**config.mk**
```make
export PLATFORM = sky130hd
export DESIGN_NAME = adc_trigger_config
export DESIGN_NICKNAME = d
export VERILOG_FILES = /design/src/adc_trig_pkg.sv /design/src/trigger_mux.sv /design/src/sample_time_decode.sv /design/src/adc_trigger_config.sv
export SDC_FILE = /design/constraint.sdc
export NUM_CORES = 1
export LEC_CHECK = 0
export ABC_AREA = 1
export BUFFER_PORTS_ARGS = -buffer_cell sky130_fd_sc_hd__buf_4
export CELL_PAD_IN_SITES_DETAIL_PLACEMENT = 0
export CELL_PAD_IN_SITES_GLOBAL_PLACEMENT = 1
export CORE_ASPECT_RATIO = 0.8
export CORE_UTILIZATION = 41
export CTS_BUF_LIST = sky130_fd_sc_hd__clkbuf_2
export DETAILED_ROUTE_END_ITERATION = 7
export GPL_ROUTABILITY_DRIVEN = 0
export PLACE_DENSITY_LB_ADDON = 0.1
export SLEW_MARGIN = 20
export SYNTH_ARGS = -nofsm -noshare
export SYNTH_HDL_FRONTEND = slang
export SYNTH_SLANG_ARGS = --single-unit
export TNS_END_PERCENT = 10
```
**constraint.sdc**
```tcl
create_clock -name hclk -period 1.82 [get_ports hclk]
set_input_delay 0.182 -clock hclk [delete_from_list [all_inputs] [get_ports hclk]]
set_output_delay 0.182 -clock hclk [all_outputs]
set_load 0.05 [all_outputs]
```
**src/adc_trig_pkg.sv**
```systemverilog
// Purpose: Shared constants of the converter trigger and sample-time block
// Assumes: 32-bit register bus, one aligned word per register
// Notes:   Offsets are byte addresses; control word offset is a local choice
package adc_trig_pkg;

  // Register byte offsets
  localparam logic [11:0] CTRL_OFFSET     = 12'h008;
  localparam logic [11:0] SMP_HIGH_OFFSET = 12'h00c;
  localparam logic [11:0] SMP_LOW_OFFSET  = 12'h010;

  // Values after reset
  localparam logic [31:0] CTRL_RESET      = 32'h0000_0000;
  localparam logic [31:0] SMP_HIGH_RESET  = 32'h0000_0000;
  localparam logic [31:0] SMP_LOW_RESET   = 32'h0000_0000;

  // Implemented bits; all others read as zero
  localparam logic [31:0] SMP_HIGH_MASK   = 32'h00ff_ffff;
  localparam logic [31:0] SMP_LOW_MASK    = 32'h3fff_ffff;

  // Control field positions
  localparam int INJ_SEL_LSB     = 12;
  localparam int INJ_EXT_EN_BIT  = 15;
  localparam int REG_SEL_LSB     = 17;
  localparam int REG_EXT_EN_BIT  = 20;
  localparam int INJ_SW_BIT      = 21;
  localparam int REG_SW_BIT      = 22;
  localparam int SENSOR_EN_BIT   = 23;

  // Sample-time fields
  localparam int SMP_CODE_W      = 3;
  localparam int SMP_HIGH_W      = 24;
  localparam int SMP_LOW_W       = 30;
  localparam int SMP_CHANNELS    = 18;

  // Trigger code that picks the software start bit
  localparam logic [2:0] SW_START_CODE = 3'h7;

  // Sampling time per code, in half converter clock periods
  localparam logic [9:0] SMP_HALF_PERIODS [8] = '{
    10'h003, 10'h00f, 10'h01b, 10'h039, 10'h053, 10'h06f, 10'h08f, 10'h1df};

  // Position of each timer in the raw event vector; k: 0..3 compare 1..4, 4 trigger out
  localparam int TMR_EVENTS = 5;
  localparam int T1_BASE    = 0;
  localparam int T2_BASE    = 5;
  localparam int T3_BASE    = 10;
  localparam int T4_BASE    = 15;
  localparam int T5_BASE    = 20;
  localparam int T8_BASE    = 25;
  localparam int EXT11_BIT  = 30;
  localparam int EXT15_BIT  = 31;
  localparam int TIMER_TRIGGER_OUTPUT_K     = 4;

  // Bus transfer type with the address-phase bit
  localparam int HTRANS_ACTIVE_BIT = 1;

endpackage : adc_trig_pkg

```
**src/trigger_mux.sv**
```systemverilog
// Purpose: Pick one of seven event sources or the software start bit
// Assumes: Sources already synchronised to hclk
// Notes:   Timer sources start on a rising edge, the software bit on its level
`timescale 1ns/10ps
module trigger_mux (
  input  wire logic       hclk,
  input  wire logic       hresetn,
  input  wire logic [6:0] source_level,
  input  wire logic       sw_start,
  input  wire logic [2:0] select,
  input  wire logic       enable,
  output logic            start
);

  typedef struct packed {
    logic [6:0] prev_level;
  } mux_state_t;

  mux_state_t state_reg;
  mux_state_t state_next;

  // Edge per source, so a change of selection to a source already high does not fire
  always_comb begin
    state_next            = state_reg;
    state_next.prev_level = source_level;
    start                 = 1'b0;
    if (enable) begin
      if (select == adc_trig_pkg::SW_START_CODE) begin
        start = sw_start;
      end else begin
        start = source_level[select] & ~state_reg.prev_level[select];
      end
    end
  end

  always_ff @(posedge hclk or negedge hresetn) begin
    if (!hresetn) begin
      state_reg <= '0;
    end else begin
      state_reg <= state_next;
    end
  end

  chk_start_needs_enable: assert property (
    @(posedge hclk) disable iff (!hresetn) start |-> enable)
    else $error("start without trigger enable");

endmodule : trigger_mux

```
**src/sample_time_decode.sv**
```systemverilog
// Purpose: Turn a channel's sample-time code into a duration
// Assumes: Channel comes from converter logic on hclk
// Notes:   Result in half periods, one cycle after the channel is given
`timescale 1ns/10ps
module sample_time_decode (
  input  wire logic        hclk,
  input  wire logic        hresetn,
  input  wire logic [53:0] codes,
  input  wire logic [4:0]  channel,
  output logic [9:0]       half_periods
);

  typedef struct packed {
    logic [9:0] half_periods;
  } dec_state_t;

  dec_state_t state_reg;
  dec_state_t state_next;
  logic [2:0] code;

  // Channels above the last read as the shortest time
  always_comb begin
    state_next = state_reg;
    code       = 3'h0;
    if (int'(channel) < adc_trig_pkg::SMP_CHANNELS) begin
      code = codes[int'(channel) * adc_trig_pkg::SMP_CODE_W +: 3];
    end
    state_next.half_periods = adc_trig_pkg::SMP_HALF_PERIODS[code];
  end

  always_ff @(posedge hclk or negedge hresetn) begin
    if (!hresetn) begin
      state_reg <= '0;
    end else begin
      state_reg <= state_next;
    end
  end

  assign half_periods = state_reg.half_periods;

  chk_longest_code: assert property (
    @(posedge hclk) disable iff (!hresetn)
    (int'(channel) < adc_trig_pkg::SMP_CHANNELS && code == 3'h7)
    |=> half_periods == 10'h1df)
    else $error("code seven not 239.5 periods");

endmodule : sample_time_decode

```
**src/adc_trigger_config.sv**
```systemverilog
// Purpose: Trigger selection, trigger enables and sample times of one converter
// Assumes: AHB-Lite slave with zero wait states; timer events are asynchronous
// Notes:   CONVERTER_INDEX picks the trigger source table and the sensor bit
//
// Contract
// Converters one and two: regular codes 0-4 pick timer1/2/3 events, 7 software.
// Converters one and two: code 5 timer4 compare four, code 6 line 11.
// Converter three: regular codes pick timer3, 2, 1, 8, 5 events, 7 software.
// Control bit 20 enables regular external triggering.
// Control bit 21, selected by injected code 7, starts injected group.
// Hardware clears bit 21 once the injected start is issued.
// Control bit 22, selected by regular code 7, starts regular group.
// Hardware clears bit 22 once the regular start is issued.
// Control bit 23 enables internal sensor and reference channels.
// Sensor enable exists only in converter one; elsewhere it reads zero.
// Sample code maps to 1.5 up to 239.5 converter periods.
// High-channel register holds channels 10-17, bits 31:24 reserved.
// Low-channel register holds channels 0-9, bits 31:30 reserved.
// Sample registers at 0x0c and 0x10, reset to zero.
// Regular trigger select is control bits 19:17.
// Injected trigger select is control bits 14:12; code 7 picks bit 21.
// Control bit 15 enables injected external triggering.
// A group starts on its selected event only while its enable is set.
//
// Chosen here: the AHB-Lite slave port.
`timescale 1ns/10ps
module adc_trigger_config #(
  parameter int CONVERTER_INDEX = 1
) (
  input  wire logic        hclk,
  input  wire logic        hresetn,
  input  wire logic        hsel,
  input  wire logic [31:0] haddr,
  input  wire logic [1:0]  htrans,
  input  wire logic        hwrite,
  input  wire logic [2:0]  hsize,
  input  wire logic [31:0] hwdata,
  input  wire logic        hready,
  output logic             hreadyout,
  output logic             hresp,
  output logic [31:0]      hrdata,
  input  wire logic [3:0]  timer1_compare_event,
  input  wire logic        timer1_trigger_output,
  input  wire logic [3:0]  timer2_compare_event,
  input  wire logic        timer2_trigger_output,
  input  wire logic [3:0]  timer3_compare_event,
  input  wire logic        timer3_trigger_output,
  input  wire logic [3:0]  timer4_compare_event,
  input  wire logic        timer4_trigger_output,
  input  wire logic [3:0]  timer5_compare_event,
  input  wire logic        timer5_trigger_output,
  input  wire logic [3:0]  timer8_compare_event,
  input  wire logic        timer8_trigger_output,
  input  wire logic        external_interrupt_line_11,
  input  wire logic        external_interrupt_line_15,
  input  wire logic [4:0]  sample_channel,
  output logic [9:0]       sample_half_periods,
  output logic             regular_start,
  output logic             injected_start,
  output logic             internal_sensor_channel_enable
);

  typedef enum logic [1:0] {
    REG_NONE,
    REG_CTRL,
    REG_SMP_HIGH,
    REG_SMP_LOW
  } reg_index_t;

  typedef struct packed {
    logic        dp_valid;
    logic        dp_write;
    reg_index_t  dp_index;
    logic [2:0]  injected_trigger_select;
    logic        injected_external_trigger_enable;
    logic [2:0]  regular_trigger_select;
    logic        regular_external_trigger_enable;
    logic        injected_software_start;
    logic        regular_software_start;
    logic        internal_sensor_channel_enable;
    logic [23:0] smp_high;
    logic [29:0] smp_low;
    logic [31:0] hrdata;
    logic [31:0] sync1;
    logic [31:0] sync2;
    logic        regular_start;
    logic        injected_start;
  } cfg_state_t;

  cfg_state_t  state_reg;
  cfg_state_t  state_next;
  logic [31:0] event_raw;
  logic [31:0] ev;
  logic [6:0]  reg_src;
  logic [6:0]  inj_src;
  logic        reg_start_now;
  logic        inj_start_now;
  logic        addr_phase;
  reg_index_t  addr_index;
  logic        ctrl_wr_now;
  logic [31:0] ctrl_word;

  // Raw events, one word, in the order the package positions give
  assign event_raw = {external_interrupt_line_15, external_interrupt_line_11,
                      timer8_trigger_output, timer8_compare_event,
                      timer5_trigger_output, timer5_compare_event,
                      timer4_trigger_output, timer4_compare_event,
                      timer3_trigger_output, timer3_compare_event,
                      timer2_trigger_output, timer2_compare_event,
                      timer1_trigger_output, timer1_compare_event};
  assign ev = state_reg.sync2;

  // Source tables differ between the first pair and the third converter
  always_comb begin
    if (CONVERTER_INDEX == 3) begin
      reg_src = {ev[adc_trig_pkg::T5_BASE + 2], ev[adc_trig_pkg::T5_BASE],
                 ev[adc_trig_pkg::T8_BASE + adc_trig_pkg::TIMER_TRIGGER_OUTPUT_K],
                 ev[adc_trig_pkg::T8_BASE], ev[adc_trig_pkg::T1_BASE + 2],
                 ev[adc_trig_pkg::T2_BASE + 2], ev[adc_trig_pkg::T3_BASE]};
      inj_src = {ev[adc_trig_pkg::T5_BASE + 3],
                 ev[adc_trig_pkg::T5_BASE + adc_trig_pkg::TIMER_TRIGGER_OUTPUT_K],
                 ev[adc_trig_pkg::T8_BASE + 3], ev[adc_trig_pkg::T8_BASE + 1],
                 ev[adc_trig_pkg::T4_BASE + 2], ev[adc_trig_pkg::T1_BASE + 3],
                 ev[adc_trig_pkg::T1_BASE + adc_trig_pkg::TIMER_TRIGGER_OUTPUT_K]};
    end else begin
      reg_src = {ev[adc_trig_pkg::EXT11_BIT], ev[adc_trig_pkg::T4_BASE + 3],
                 ev[adc_trig_pkg::T3_BASE + adc_trig_pkg::TIMER_TRIGGER_OUTPUT_K],
                 ev[adc_trig_pkg::T2_BASE + 1], ev[adc_trig_pkg::T1_BASE + 2],
                 ev[adc_trig_pkg::T1_BASE + 1], ev[adc_trig_pkg::T1_BASE]};
      inj_src = {ev[adc_trig_pkg::EXT15_BIT],
                 ev[adc_trig_pkg::T4_BASE + adc_trig_pkg::TIMER_TRIGGER_OUTPUT_K],
                 ev[adc_trig_pkg::T3_BASE + 3], ev[adc_trig_pkg::T2_BASE],
                 1'b0, ev[adc_trig_pkg::T2_BASE + 3],                            // Code 2 unused
                 ev[adc_trig_pkg::T1_BASE + adc_trig_pkg::TIMER_TRIGGER_OUTPUT_K]};
    end
  end

  trigger_mux u_regular_mux (
    .hclk         (hclk),
    .hresetn      (hresetn),
    .source_level (reg_src),
    .sw_start     (state_reg.regular_software_start),
    .select       (state_reg.regular_trigger_select),
    .enable       (state_reg.regular_external_trigger_enable),
    .start        (reg_start_now)
  );

  trigger_mux u_injected_mux (
    .hclk         (hclk),
    .hresetn      (hresetn),
    .source_level (inj_src),
    .sw_start     (state_reg.injected_software_start),
    .select       (state_reg.injected_trigger_select),
    .enable       (state_reg.injected_external_trigger_enable),
    .start        (inj_start_now)
  );

  // Address decode of the bus address phase
  assign addr_phase = hsel & hready & htrans[adc_trig_pkg::HTRANS_ACTIVE_BIT];
  always_comb begin
    if (haddr[11:0] == adc_trig_pkg::CTRL_OFFSET) begin
      addr_index = REG_CTRL;
    end else if (haddr[11:0] == adc_trig_pkg::SMP_HIGH_OFFSET) begin
      addr_index = REG_SMP_HIGH;
    end else if (haddr[11:0] == adc_trig_pkg::SMP_LOW_OFFSET) begin
      addr_index = REG_SMP_LOW;
    end else begin
      addr_index = REG_NONE;                    // Unmapped: read zero, write dropped
    end
  end

  assign ctrl_wr_now = state_reg.dp_valid & state_reg.dp_write &
                       (state_reg.dp_index == REG_CTRL);

  // Next state: sync, hardware clears, bus write, then read data
  always_comb begin
    state_next = state_reg;
    ctrl_word  = '0;
    // First stage feeds only the second
    state_next.sync1 = event_raw;
    state_next.sync2 = state_reg.sync1;

    // Hardware clears the start bit once its start is issued
    if (reg_start_now) begin
      state_next.regular_software_start = 1'b0;
    end
    if (inj_start_now) begin
      state_next.injected_software_start = 1'b0;
    end

    // Software write in the data phase; a set wins over the hardware clear
    if (state_reg.dp_valid && state_reg.dp_write) begin
      if (state_reg.dp_index == REG_CTRL) begin
        state_next.injected_trigger_select =
          hwdata[adc_trig_pkg::INJ_SEL_LSB +: 3];
        state_next.injected_external_trigger_enable =
          hwdata[adc_trig_pkg::INJ_EXT_EN_BIT];
        state_next.regular_trigger_select =
          hwdata[adc_trig_pkg::REG_SEL_LSB +: 3];
        state_next.regular_external_trigger_enable =
          hwdata[adc_trig_pkg::REG_EXT_EN_BIT];
        state_next.injected_software_start = hwdata[adc_trig_pkg::INJ_SW_BIT];
        state_next.regular_software_start  = hwdata[adc_trig_pkg::REG_SW_BIT];
        state_next.internal_sensor_channel_enable =
          (CONVERTER_INDEX == 1) & hwdata[adc_trig_pkg::SENSOR_EN_BIT];
      end else if (state_reg.dp_index == REG_SMP_HIGH) begin
        state_next.smp_high = hwdata[adc_trig_pkg::SMP_HIGH_W-1:0];
      end else if (state_reg.dp_index == REG_SMP_LOW) begin
        state_next.smp_low = hwdata[adc_trig_pkg::SMP_LOW_W-1:0];
      end
    end

    // Start pulses leave from flops
    state_next.regular_start  = reg_start_now;
    state_next.injected_start = inj_start_now;

    // Capture the new address phase
    state_next.dp_valid = addr_phase;
    state_next.dp_write = hwrite;
    state_next.dp_index = addr_index;

    // Read data from updated state, so a write just before is seen
    ctrl_word[adc_trig_pkg::INJ_SEL_LSB +: 3]    = state_next.injected_trigger_select;
    ctrl_word[adc_trig_pkg::INJ_EXT_EN_BIT]      =
      state_next.injected_external_trigger_enable;
    ctrl_word[adc_trig_pkg::REG_SEL_LSB +: 3]    = state_next.regular_trigger_select;
    ctrl_word[adc_trig_pkg::REG_EXT_EN_BIT]      =
      state_next.regular_external_trigger_enable;
    ctrl_word[adc_trig_pkg::INJ_SW_BIT]          = state_next.injected_software_start;
    ctrl_word[adc_trig_pkg::REG_SW_BIT]          = state_next.regular_software_start;
    ctrl_word[adc_trig_pkg::SENSOR_EN_BIT]       =
      state_next.internal_sensor_channel_enable;
    state_next.hrdata = '0;
    if (addr_phase && !hwrite) begin
      if (addr_index == REG_CTRL) begin
        state_next.hrdata = ctrl_word;
      end else if (addr_index == REG_SMP_HIGH) begin
        state_next.hrdata = {8'h00, state_next.smp_high};
      end else if (addr_index == REG_SMP_LOW) begin
        state_next.hrdata = {2'h0, state_next.smp_low};
      end
    end
  end

  // Reset values: all fields zero
  always_ff @(posedge hclk or negedge hresetn) begin
    if (!hresetn) begin
      state_reg          <= '0;
      state_reg.smp_high <= adc_trig_pkg::SMP_HIGH_RESET[23:0];
      state_reg.smp_low  <= adc_trig_pkg::SMP_LOW_RESET[29:0];
    end else begin
      state_reg <= state_next;
    end
  end

  sample_time_decode u_sample_decode (
    .hclk         (hclk),
    .hresetn      (hresetn),
    .codes        ({state_reg.smp_high, state_reg.smp_low}),
    .channel      (sample_channel),
    .half_periods (sample_half_periods)
  );

  // Zero wait states, always OKAY
  assign hreadyout = 1'b1;
  assign hresp     = 1'b0;
  assign hrdata    = state_reg.hrdata;
  assign regular_start  = state_reg.regular_start;
  assign injected_start = state_reg.injected_start;
  assign internal_sensor_channel_enable = state_reg.internal_sensor_channel_enable;

  chk_reg_sw_starts: assert property (
    @(posedge hclk) disable iff (!hresetn)
    (state_reg.regular_trigger_select == 3'h7 && state_reg.regular_external_trigger_enable
     && state_reg.regular_software_start) |=> regular_start)
    else $error("regular software start ignored");

  chk_inj_sw_starts: assert property (
    @(posedge hclk) disable iff (!hresetn)
    (state_reg.injected_trigger_select == 3'h7 && state_reg.injected_external_trigger_enable
     && state_reg.injected_software_start) |=> injected_start)
    else $error("injected software start ignored");

  chk_reg_sw_clear: assert property (
    @(posedge hclk) disable iff (!hresetn)
    (reg_start_now && !ctrl_wr_now) |=> !state_reg.regular_software_start)
    else $error("regular start bit not cleared");

  chk_inj_sw_clear: assert property (
    @(posedge hclk) disable iff (!hresetn)
    (inj_start_now && !ctrl_wr_now) |=> !state_reg.injected_software_start)
    else $error("injected start bit not cleared");

  chk_reg_disabled: assert property (
    @(posedge hclk) disable iff (!hresetn)
    !state_reg.regular_external_trigger_enable |=> !regular_start)
    else $error("regular start while disabled");

  chk_inj_disabled: assert property (
    @(posedge hclk) disable iff (!hresetn)
    !state_reg.injected_external_trigger_enable |=> !injected_start)
    else $error("injected start while disabled");

  chk_timer_edge: assert property (
    @(posedge hclk) disable iff (!hresetn)
    (state_reg.regular_external_trigger_enable && state_reg.regular_trigger_select == 3'h4
     && $rose(reg_src[4])) |=> regular_start)
    else $error("code four edge gave no start");

  chk_code_five: assert property (
    @(posedge hclk) disable iff (!hresetn)
    (state_reg.regular_external_trigger_enable && state_reg.regular_trigger_select == 3'h5
     && $rose(reg_src[5])) |=> regular_start)
    else $error("code five edge gave no start");

  chk_sensor_only_one: assert property (
    @(posedge hclk) disable iff (!hresetn)
    internal_sensor_channel_enable |-> CONVERTER_INDEX == 1)
    else $error("sensor enable outside converter one");

  chk_sensor_write: assert property (
    @(posedge hclk) disable iff (!hresetn)
    (ctrl_wr_now && CONVERTER_INDEX == 1)
    |=> internal_sensor_channel_enable == $past(hwdata[23]))
    else $error("sensor enable not written");

  chk_select_write: assert property (
    @(posedge hclk) disable iff (!hresetn)
    ctrl_wr_now |=> state_reg.regular_trigger_select == $past(hwdata[19:17]))
    else $error("regular select not written");

  chk_high_reserved: assert property (
    @(posedge hclk) disable iff (!hresetn)
    (state_reg.dp_valid && !state_reg.dp_write && state_reg.dp_index == REG_SMP_HIGH)
    |-> hrdata[31:24] == 8'h00)
    else $error("reserved high bits not zero");

  chk_low_reserved: assert property (
    @(posedge hclk) disable iff (!hresetn)
    (state_reg.dp_valid && !state_reg.dp_write && state_reg.dp_index == REG_SMP_LOW)
    |-> hrdata[31:30] == 2'h0)
    else $error("reserved low bits not zero");

endmodule : adc_trigger_config

```
; ---- After elaboration in Yosys (flattened, before gate mapping)
; Memory sizes are Yosys's and may differ from the RTL's. A register that Yosys moved wholly into a read port is not among the register bits.
; Cells that the tools add are included.
[word_totals]
ff_bits = 180
latchBits = 0
ram_bits = 0
mem_bits_ro = 80
output_inout_bits = 47
n_memories = 1
[mem_list]
columns = name, depth, width, read_ports, rd_ports_with_merged_regs, wr, line_no
row1 = (name not given), 8, 10, 1, 1, 0, sample_time_decode.sv:28  ; state_next.half_periods = adc_trig_pkg::SMP_HALF_PERIODS[code];
[op_classes]
add_sub_neg = 0
multipliers = 1
div = 0
n_lt_le_gt_ge = 3
n_eq_ne = 11
shift = 1
n_mux = 28
bitwise = 7
reduce_logical = 4
[op_table]
columns = cell, n
row1 = $mux W30, 6
row2 = $mux W65, 1
row3 = $mux W54, 1
row4 = $shiftx A54 B32 Y3, 1
row5 = $eq A12 B4 Y1 const B, 2
row6 = $mux W24, 1
row7 = $bmux W1 S3, 4
row8 = $eq A12 B5 Y1 const B, 1
row9 = $mux W11, 1
row10 = $mux W1, 10
row11 = $eq A2 B2 Y1 const B, 4
row12 = $lt A3 B4 Y1 const B, 2
row13 = $mul A5 B2 Y7 const B, 1
row14 = $eq A3 B3 Y1 const B, 2
row15 = $mux W2, 3
row16 = $lt A5 B5 Y1 const B, 1
row17 = $and A1 B1 Y1, 4
row18 = $eq A2 B1 Y1 const B, 2
row19 = $not A3 Y4, 1
row20 = $mux W3, 1
row21 = $logic_and A1 B1 Y1, 2
row22 = $logic_not A1 Y1, 2
row23 = $not A1 Y1, 2

; ---- Longest topological paths before layout
; Gate-level depths: netlist of run 1.
[logic_depth]
depth_word = 13
depth_mapped = 15
mapped_depth_nobuf = 14

; ---- Hierarchy
; Synthesis of run 1 repeated with hierarchy kept, for this count alone.
[hier_totals]
cells_unflattened = 835
area_unflattened_um2 = 6834.1
[modules_own_cells]
columns = module, n_inst, cells_per_inst, area_each_um2
row1 = adc_trigger_config, 1, 581, 5193.7
row2 = sample_time_decode, 1, 188, 1062.3
row3 = trigger_mux, 2, 33, 289.0

; ---- Worst setup path after synthesis of run 1
; OpenSTA, ideal clock, no wires.
[synth_path]
path_kind = input port to flip-flop
start = in sample_channel[0]
end = reg u_sample_decode.half_periods[4] (netlist name)
t_arrival_ns = 1.382
t_required_ns = 1.704
path_slack_ns = 0.321
cell_stages = 15
cell_sequence = inv_2 buf_2 nand2_1 nand2_1 nand2_1 nand3_1 nand3_1 nand2_1 nand2_1 nand2_1 inv_1 ha_1 inv_1 nand2_1 nand2_1
[synth_between]
elab_chain_cells = 4
[synth_rtl]
columns = element, line_no
row1 = start: declaration, adc_trigger_config.sv:56  ; input wire logic [4:0] sample_channel,
row2 = $mul A5 B2 Y7, sample_time_decode.sv:26  ; code = codes[int'(channel) * adc_trig_pkg::SMP_CODE_W +: 3];
row3 = $shiftx A54 B32 Y3, sample_time_decode.sv:26
row4 = $mux W3 *, sample_time_decode.sv:25  ; if (int'(channel) < adc_trig_pkg::SMP_CHANNELS) begin
row5 = $not A3 Y4 (implied by the code) *, sample_time_decode.sv:28
; Mark *: on every way between the ends. The rest lies on a longest branch, timed or not.

==> key figures, run 1 <==
Yosys
  – Async set or reset register ratio after synthesis: 1.000
  – Avg Synthesized Cell Area: 8.802 um2
  – EDFF count, synth: 0
  – Sequential fraction of the synthesis area: 0.5724
  – Distinct cells, synth: 31
  – Seq cells post-synth: 149
  – Mapped Area: 6514 um2
  – Leading area contributor after synthesis: dfrtp_1
  – Mapped Cells: 740
  – Top post-synthesis cells by area: dfrtp_1 (57%), nand2_1 (14%), inv_1 (4.7%)
  – Top-area cell type share of the netlist area: 0.5724
  – Synth Flop Type: dfrtp_1
  – Yosys warns: 0

Route
  – Via count: 5188
  – Via density: 4.632
  – DRC viols: 0
  – 1st-iter DRT viols: 300
  – Avg WL per Cell: 13.81 um
  – Post-route ant nets: 0
  – Total Wirelength: 15.47 mm
  – DR pass1 iterations: 5

Critical path
  – CP max FO: 6
  – Crit start category: input port
  – CP Class: input port to flip-flop
  – CP required: 2.50 ns
  – Worst setup EP type: flip-flop
  – R2R setup slack: 0.19 ns
  – Critical Path AT: 2.37 ns

Layout
  – Fillers: 1454
  – Most frequent cells in the layout: nand2_1 (235), dfrtp_1 (149), buf_4 (119), inv_1 (81), dlygate4sd3_1 (70)
  – Layout area overhead: 27.56%
  – Nets@finish: 1013
  – ANT cells: 0
  – Final Cell Area: 8309 um2
  – Leading cell type in the layout, fill and taps excluded: nand2_1
  – Layout cells sized above 1: 0.1978
  – Final Non-Filler Cells: 1120
  – Max reg flops: 68

Clocking
  – Root Buffer: clkbuf_2
  – CTS Buf Count: 17
  – CTS tree: built
  – Postcts setup bufs: 0
  – H-tree depth: 4
  – Clock-pin slew on the worst setup and hold paths: 0.24 ns
  – Clock tree buffer depth: 2
  – CTS sink cnt: 149
  – Worst skew pair latency: 0.74 ns

Global routing
  – First-pass GRT wire length: 25.87 mm
  – Initial antenna violation count: 0
  – Largest net degree at the start of global routing: 49
  – Tot GR Track Use: 0.2069
  – GRT Residual Overflow: 0
  – Number of global-route vias before repair: 5184

Floorplanning
  – Placeable Area: 15260 um2
  – Io pins: 158
  – Chip height: 114.7 um
  – Die W: 142.9 um
  – Starting Density: 0.4267
  – Num rows: 40
  – Die area: 16400 um2

Power
  – Worst VDD drop: 0.5279 mV
  – Power Total: 5984 uW
  – Leakage: 0.004590 uW
  – PD cells: 720.2 nW/um2

Place
  – Dpl hpwl: 10.39 mm
  – Cell Area, Placed: 7340 um2
  – Input/output buffers: 107
  – DP Cell Count: 1017

STA
  – Final setup violating endpoints: 0
  – Tmin final: 1.695 ns
  – Clock Skews: 0.04098 ns
  – Fmax: 590.1 MHz
  – Fin. Hold Viols: 0
  – Final period util: 0.9311
  – Final slew viol count: 0
  – Unrepaired setup endpoints after global routing: false

Hold path
  – Worst min path class: input port to flip-flop

Flow run
  – Max-cap violations: 0

Outcome
  – Outcome: finished, final reports clean
-- cell families (layout without fill, tap and decap cells) --
family,Yosys count,after routing,synth area share
simple gates,343,343,0.2186
flops,149,149,0.5724
buf+inv,149,315,0.1202
compound gates,92,92,0.07799
fa+ha+maj,5,5,0.009604
other cells,2,6,0.001153
-- final cells by class --
cell class                 count  area [um2]  share of cell area
clock inverter                14       151.4             0.01822
multi-input combinational    446        2024              0.2436
clock buffer                  18       90.09             0.01084
tap                          210       262.8             0.03162
timing repair buffer         196        1725              0.2076
sequential                   149        3729              0.4487
inverter                      87       326.6             0.03930
-- stage by stage --
stage / setup WS [ns] / setup TNS, ns / utilization / hold WS, ns
2_1_floorplan: 0.3213 / 0 / - / -0.1136
3_3_place_gp: -0.01707 / -0.01707 / 0.4808 / 0.1153
3_5_place_dp: -0.02199 / -0.02199 / 0.4808 / 0.1207
4_1_cts: 0.05852 / 0 / 0.5353 / 0.005487
5_1_grt: 0.001855 / 0 / 0.5443 / 0.007344
6_report: 0.1254 / 0 / 0.5443 / 0.04920
-- synth_stat cells (3+ instances only) --
master,n
a21oi_1,5
a22oi_1,13
buf_2,10
buf_4,40
buf_6,6
clkbuf_1,5
dfrtp_1,149
ha_1,5
inv_1,81
inv_2,6
nand2_1,236
nand2_2,4
nand3_1,38
nand3_2,3
nand3b_1,4
nor2_1,46
nor3_1,3
o21ai_0,47
o21ai_1,22
-- power breakdown --
group	total [uW]	leakage [uW]	switching (uW)	internal [uW]
Clock	1910	0.000145	1260	649
Combinational	665	0.00277	371	295
Sequential	3400	0.00168	22.3	3380
Total	5980	0.00459	1660	4330
-- worst max-delay path, cell delays in order --
cell           delay, ns
dlygate4sd3_1       0.54
buf_4               0.13
inv_1               0.05
nand2_1             0.08
nor4_4              0.29
dlygate4sd3_1       0.61
inv_2               0.06
nor2_4              0.20
inv_2               0.11
nor2_1              0.11
-- layer usage --
metal	up-vias	GRT usage	share of wire
met4	0	0.06523	0.011
li1	2576	-	-
met2	129	0.3070	0.45
met1	2468	0.2998	0.50
met5	-	0	0
met3	15	0.04915	0.038
-- repair_timing --
action                                  4_1_cts  5_1_grt
gates resized for setup                       0        2
endpoints found under the setup margin        0        7
hold endpoints to repair                    268       13
hold buffers                                 58       13
-- path summary, 6_finish.rpt --
path | startpoint | to | cells past startpoint
min reg2reg | state_next[15] | ev[13] | 0
max in group asynchronous | hresetn | u_sample_decode.half_periods[7] | 4
min | haddr[2] | hrdata[18] | 7
max reg2reg | state_reg[165] | hrdata[0] | 8
min in group asynchronous | hresetn | state_reg[139] | 4
max | haddr[5] | hrdata[29] | 10
Power figures use the tool's default switching activity.
==> run 2: changes to the inputs <==
--- a/config.mk
+++ b/config.mk
@@ -7,7 +7,7 @@
 export LEC_CHECK = 0
 export ABC_AREA = 1
 export BUFFER_PORTS_ARGS = -buffer_cell sky130_fd_sc_hd__buf_4
-export CELL_PAD_IN_SITES_DETAIL_PLACEMENT = 0
+export CELL_PAD_IN_SITES_DETAIL_PLACEMENT = 1
 export CELL_PAD_IN_SITES_GLOBAL_PLACEMENT = 1
 export CORE_ASPECT_RATIO = 0.8
 export CORE_UTILIZATION = 41
==> constraint.sdc (replaced) <==
create_clock -name hclk -period 1.6 [get_ports hclk]
set_input_delay 0.16 -clock hclk [delete_from_list [all_inputs] [get_ports hclk]]
set_output_delay 0.16 -clock hclk [all_outputs]
set_load 0.05 [all_outputs]
==> key figures, run 2 (synthesis results as in run 1) <==
STA
  – Fin. Hold Viols: 0 (unchanged)
  – Fmax: 641.5 MHz
  – Final setup violating endpoints: 0 (unchanged)
  – Final slew viol count: 0 (unchanged)
  – Clock Skews: 0.04003 ns (was 0.04098 ns)
  – Setup TNS: 0 ns (unchanged)
  – Unrepaired setup endpoints after global routing: true (was false)
  – Final period util: 0.9743
  – Tmin final: 1.559 ns

Route
  – Avg WL per Cell: 15.58 um (was 13.81 um)
  – Via count: 5355 (was 5188)
  – DRC viols: 0 (unchanged)
  – Via density: 4.706 (was 4.632)
  – 1st-iter DRT viols: 244 (was 300)
  – DR pass1 iterations: 4 (was 5)
  – Post-route ant nets: 0 (unchanged)
  – Total Wirelength: 17.73 mm (was 15.47 mm)

Critical path
  – CP max FO: 2 (was 6)
  – Worst setup EP type: flip-flop (unchanged)
  – CP Class: flip-flop to flip-flop (was input port to flip-flop)
  – CP required: 2.28 ns (was 2.50 ns)
  – FF-to-FF path depth: 11 (was 8)
  – Crit path largest cell delay: 0.46 ns (was 0.61 ns)
  – Critical path's top delay family: simple AND/OR/NAND/NOR gates (was buffers and inverters)
  – Worst path bufs/invs: 1 (was 6)
  – Slowest CP cell: dfrtp_1 (was dlygate4sd3_1)
  – Crit start category: flip-flop (was input port)
  – Worst path depth: 11 (was 10)
  – Cells along the critical path: nand2_1 > nand2_1 > nand2_1 > nand2_1 > a21oi_2 > nand2_2 > a21oi_4 > buf_4 > ha_1 > nand2_1 > nand2_1 (was dlygate4sd3_1 > buf_4 > inv_1 > nand2_1 > nor4_4 > dlygate4sd3_1 > inv_2 > nor2_4 > inv_2 > nor2_1)
  – Critical Path AT: 2.24 ns (was 2.37 ns)
  – Cell mode on critical path: nand2_1

Global routing
  – Number of global-route vias before repair: 5794 (was 5184)
  – Initial antenna violation count: 0 (unchanged)
  – Tot GR Track Use: 0.2326 (was 0.2069)
  – Largest net degree at the start of global routing: 49 (unchanged)
  – First-pass GRT wire length: 29.21 mm (was 25.87 mm)
  – GRT Residual Overflow: 0 (unchanged)

Clocking
  – Root Buffer: clkbuf_2 (unchanged)
  – CTS Buf Count: 17 (unchanged)
  – Clock-pin slew on the worst setup and hold paths: 0.22 ns (was 0.24 ns)
  – Clock tree buffer depth: 2 (unchanged)
  – CTS sink cnt: 149 (unchanged)
  – Worst skew pair latency: 0.73 ns (was 0.74 ns)
  – CTS tree: built (unchanged)
  – H-tree depth: 4 (unchanged)

Layout
  – Nets@finish: 1032 (was 1013)
  – FF+latch area: 3730 um2 (was 3729 um2)
  – Layout cells sized above 1: 0.2295 (was 0.1978)
  – Most frequent cells in the layout: nand2_1 (234), dfrtp_1 (148), buf_4 (118), inv_1 (75), dlygate4sd3_1 (72) (was nand2_1 (235), dfrtp_1 (149), buf_4 (119), inv_1 (81), dlygate4sd3_1 (70))
  – Fillers: 1755 (was 1454)
  – Layout area overhead: 32.08% (was 27.56%)
  – Multi-input gate area: 2082 um2 (was 2024 um2)
  – ANT cells: 0 (unchanged)
  – Fin util: 0.5636 (was 0.5443)
  – Max reg flops: 68 (unchanged)
  – Leading cell type in the layout, fill and taps excluded: nand2_1 (unchanged)

Power
  – Sw Ratio: 0.2767 (was 0.2771)
  – Worst VDD drop: 0.3741 mV (was 0.5279 mV)
  – Leakage: 0.004705 uW (was 0.004590 uW)
  – Clk pwr share: 0.309 (was 0.320)
  – Pint: 4943 uW (was 4326 uW)
  – Sequential Power Share: 0.567 (was 0.569)
  – PD cells: 794.3 nW/um2 (was 720.2 nW/um2)
  – Comb pwr share: 0.123 (was 0.111)
  – Switching power: 1891 uW (was 1658 uW)

Floorplanning
  – Die W: 142.9 um (unchanged)
  – Die area: 16400 um2 (unchanged)
  – Starting Density: 0.4267 (unchanged)
  – Chip height: 114.7 um (unchanged)
  – Io pins: 158 (unchanged)
  – Placeable Area: 15260 um2 (unchanged)
  – Num rows: 40 (unchanged)

Hold path
  – Hold Crit Depth: 9 (was 7)
  – Worst min path class: input port to flip-flop (unchanged)

Place
  – Input/output buffers: 107 (unchanged)
  – Dpl hpwl: 12.13 mm (was 10.39 mm)

Outcome
  – Outcome: finished, final reports clean (unchanged)

Flow run
  – Max-cap violations: 0 (unchanged)
[run 2: cell types whose count changed in the layout (fill, tap and decap cells not counted), moves of 3 or more]
cell,delta
buf_6,+14
inv_1,-6
ha_1,-3
nand3_2,+4
nand3_1,-4
buf_12,+4
inv_2,+5
[run 2: layout make-up]
class / instances / share of cell area
clock buffer: 18 / 0.01047
clock inverter: 13 / 0.01556
inverter: 87 / 0.03825
multi-input combinational: 446 / 0.2420
sequential: 149 / 0.4335
tap: 210 / 0.03054
timing repair buffer: 215 / 0.2296
[run 2: stage by stage]
stage / worst slack [ns] / hold slack [ns] / total power (uW) / cell area [um2] / cells
after detailed placement: -0.1902 / 0.1341 / 4617 / 7522 / 1033
after CTS: 0.005159 / 0.002427 / 6884 / 8429 / 1132
after global routing: -0.06685 / 0.004999 / 7175 / 8603 / 1138
after global placement: -0.1057 / 0.1251 / 4591 / 7522 / 1033
final: 0.04120 / 0.07158 / 6834 / 8603 / 1138
after floorplan: 0.1233 / -0.1356 / 4249 / 6529 / 744
[run 2: path summary, 6_finish.rpt]
kind | start | end | slack [ns]
worst min register to register | state_next[4] | ev[2] | 0.34
max in group asynchronous | hresetn | state_next[4] | 0.57
min in group asynchronous | hresetn | ev[31] | 0.45
worst max-delay path | state_reg[105] | u_sample_decode.half_periods[5] | 0.04
worst max register to register | state_reg[105] | u_sample_decode.half_periods[5] | 0.04
worst min-delay path | haddr[9] | hrdata[20] | 0.07
[run 2: power by group through the flow]
| stage | sequential (uW) | combinational, uW | clock, uW |
|---|---|---|---|
| detailed placement | 3940 | 674 | 0 |
| finish | 3880 | 843 | 2110 |
| floorplan | 4020 | 231 | 0 |
| global placement | 3940 | 653 | 0 |
| CTS | 3880 | 807 | 2200 |
| global route | 3890 | 921 | 2370 |
[run 2: timing repair]
item,CTS,global route
hold buffers,67,5
gates resized for setup,1,37
setup buffers,1,1
pin swaps,1,1
setup endpoints to repair,2,24
endpoints found under the hold margin,268,5
[run 2: metal layers]
metal  vias to the layer above  track usage  routed length, um
li1                       2611            -                  -
met1                      2626       0.3167               8335
met2                       111       0.3821               8652
met3                         7      0.05123                638
met4                         0      0.05161                105
met5                         -            0                  0
[run 2: tightest hold or removal path: stages]
cell	delay [ns]
buf_4	0.08
nor2_1	0.03
nand2_1	0.13
nor4_4	0.06
inv_2	0.06
nor2_2	0.04
buf_12	0.13
nand2_1	0.05
nand2_1	0.04
==> run 3: changes to the inputs <==
--- a/config.mk
+++ b/config.mk
@@ -10,6 +10,7 @@
 export CELL_PAD_IN_SITES_DETAIL_PLACEMENT = 1
 export CELL_PAD_IN_SITES_GLOBAL_PLACEMENT = 1
 export CORE_ASPECT_RATIO = 0.8
+export CORE_MARGIN = 3
 export CORE_UTILIZATION = 41
 export CTS_BUF_LIST = sky130_fd_sc_hd__clkbuf_2
 export DETAILED_ROUTE_END_ITERATION = 7
==> key figures, run 3 (synthesis results as in run 1) <==
STA
  – Fin. Hold Viols: 0 (unchanged)
  – Final setup violating endpoints: 2 (was 0)
  – Unrepaired setup endpoints after global routing: true (unchanged)
  – Final WS setup: -0.05122 ns (was 0.04120 ns)
  – Worst hold slack: 0.1167 ns (was 0.07158 ns)
  – Final period util: 1.032 (was 0.9743)
  – Clock Skews: 0.02261 ns (was 0.04003 ns)
  – Fmax: 605.6 MHz (was 641.5 MHz)
  – Final slew viol count: 0 (unchanged)
  – Tmin final: 1.651 ns (was 1.559 ns)
  – Setup TNS: -0.09607 ns (was 0 ns)

Route
  – Via count: 5506 (was 5355)
  – WL met3: 793 um (was 638 um)
  – Via density: 4.847 (was 4.706)
  – DR pass1 iterations: 4 (unchanged)
  – Total Wirelength: 18.51 mm (was 17.73 mm)
  – Metal2 WL: 9.140 mm (was 8.652 mm)
  – 1st-iter DRT viols: 242 (was 244)
  – Post-route ant nets: 0 (unchanged)
  – DRC viols: 0 (unchanged)
  – Top sig layer: met4 (unchanged)
  – Avg WL per Cell: 16.29 um (was 15.58 um)
  – Met1 Wirelength: 8.266 mm (was 8.335 mm)

Floorplanning
  – Io pins: 158 (unchanged)
  – Starting Density: 0.4267 (unchanged)
  – Num rows: 40 (unchanged)
  – Die area: 17440 um2 (was 16400 um2)
  – Chip height: 118.7 um (was 114.7 um)
  – Placeable Area: 15260 um2 (unchanged)
  – Die W: 146.9 um (was 142.9 um)

Power
  – Worst VDD drop: 0.3612 mV (was 0.3741 mV)
  – PD cells: 806.8 nW/um2 (was 794.3 nW/um2)
  – Sw Ratio: 0.2709 (was 0.2767)
  – Clk pwr share: 0.324 (was 0.309)
  – Leakage: 0.004720 uW (was 0.004705 uW)
  – Comb pwr share: 0.121 (was 0.123)
  – Sequential Power Share: 0.554 (was 0.567)
  – Switching power: 1897 uW (was 1891 uW)
  – Pint: 5104 uW (was 4943 uW)

Critical path
  – CP Class: flip-flop to flip-flop (unchanged)
  – CP max FO: 2 (unchanged)
  – Critical Path AT: 2.34 ns (was 2.24 ns)
  – R2R setup slack: -0.05 ns (was 0.04 ns)
  – CP required: 2.29 ns (was 2.28 ns)
  – Worst setup EP type: flip-flop (unchanged)
  – Crit start category: flip-flop (unchanged)

Place
  – Dpl hpwl: 12.53 mm (was 12.13 mm)
  – Pre-CTS setup slack: -0.1466 ns (was -0.1902 ns)
  – DP Cell Count: 1034 (was 1033)
  – Input/output buffers: 107 (unchanged)

Outcome
  – Violated checks: setup timing
  – Outcome: complete, but fails checks (was finished, final reports clean)

Clocking
  – CTS sink cnt: 149 (unchanged)
  – CTS Buf Count: 17 (unchanged)
  – Root Buffer: clkbuf_2 (unchanged)
  – Worst skew pair latency: 0.72 ns (was 0.73 ns)
  – H-tree depth: 4 (unchanged)
  – Clock tree buffer depth: 2 (unchanged)
  – CTS tree: built (unchanged)
  – Clock-pin slew on the worst setup and hold paths: 0.22 ns (about the same)

Global routing
  – Largest net degree at the start of global routing: 61 (was 49)
  – First-pass GRT wire length: 30.67 mm (was 29.21 mm)
  – GRT Residual Overflow: 0 (unchanged)
  – Tot GR Track Use: 0.2197 (was 0.2326)
  – Number of global-route vias before repair: 6140 (was 5794)
  – Initial antenna violation count: 1 (was 0)

Layout
  – Final Non-Filler Cells: 1136 (was 1138)
  – Nets@finish: 1029 (was 1032)
  – Max reg flops: 68 (unchanged)
  – Multi-input gate area: 2071 um2 (was 2082 um2)
  – Fin util: 0.5684 (was 0.5636)
  – Most frequent cells in the layout: nand2_1 (231), dfrtp_1 (148), buf_4 (99), inv_1 (78), dlygate4sd3_1 (67) (was nand2_1 (234), dfrtp_1 (148), buf_4 (118), inv_1 (75), dlygate4sd3_1 (72))
  – Fillers: 1801 (was 1755)
  – Leading cell type in the layout, fill and taps excluded: nand2_1 (unchanged)
  – FF+latch area: 3730 um2 (unchanged)
  – Layout area overhead: 33.21% (was 32.08%)
  – Layout cells sized above 1: 0.2303 (was 0.2295)

Flow run
  – Max-cap violations: 0 (unchanged)

Hold path
  – Worst min path class: input port to flip-flop (unchanged)
[run 3: changes by cell type in the layout (fill, tap and decap cells not counted), sizes merged]
cell	before	now
dlygate4sd3	72	67
buf	143	144
bufinv	2	3
clkbuf	18	19
clkinv	7	6
clkinvlp	2	3
diode	0	1
inv	89	88
[run 3: layout make-up]
| type | count | area share |
|---|---|---|
| Timing Repair Buffer | 212 | 0.2343 |
| Inverter | 87 | 0.03792 |
| Tap cell | 210 | 0.03028 |
| Clock buffer | 18 | 0.01038 |
| Clock inverter | 13 | 0.01831 |
| Antenna cell | 1 | 0.0002884 |
| Multi-Input combinational cell | 446 | 0.2386 |
| Sequential cell | 149 | 0.4298 |
[run 3: metrics by stage]
step                total power (uW)  cell area [um2]
finish                          7001             8677
global route                    7331             8677
floorplan                       4249             6529
detailed placement              4621             7530
CTS                             7033             8463
global placement                4597             7530
[run 3: layer usage]
layer	up-vias	GRT usage
li1	2604	-
met1	2744	0.2929
met2	132	0.3603
met3	26	0.05289
met4	0	0.06170
met5	-	0
[run 3: final timing paths]
path / start / to / depth (start not counted)
max reg2reg: state_reg[134] / u_sample_decode.half_periods[4] / 13
max in group asynchronous: hresetn / state_reg[156] / 4
max: state_reg[134] / u_sample_decode.half_periods[4] / 13
min: timer1_compare_event[0] / state_next[2] / 2
min reg2reg: state_next[2] / ev[0] / 0
min in group asynchronous: hresetn / ev[0] / 3
[run 3: critical path, cell delays in order (launching register included)]
cell and delay [ns]:
dfrtp_1 0.44, nor2_1 0.12, nor2_1 0.06, o21ai_1 0.11, nand3_1 0.10, nand3_1 0.10
nand2_1 0.05, nand2_1 0.08, nand2_2 0.08, inv_2 0.07, ha_1 0.23, inv_1 0.07
nand2_1 0.07, nand2_1 0.05
[run 3: power groups by stage]
stage                     Clock, uW  Sequential (uW)  Combinational [uW]
final                          2270             3880                 849
after global routing           2510             3890                 932
after CTS                      2350             3880                 806
after detailed placement          0             3940                 678
after global placement            0             3940                 659
after floorplan                   0             4020                 231
[run 3: timing repair]
item,CTS,global route
resized for setup,4,54
buffers inserted,0,2
cloned,0,1
hold endpoints to repair,268,0
endpoints found under the setup margin,4,53
hold buffers,67,0
pin swaps,2,14
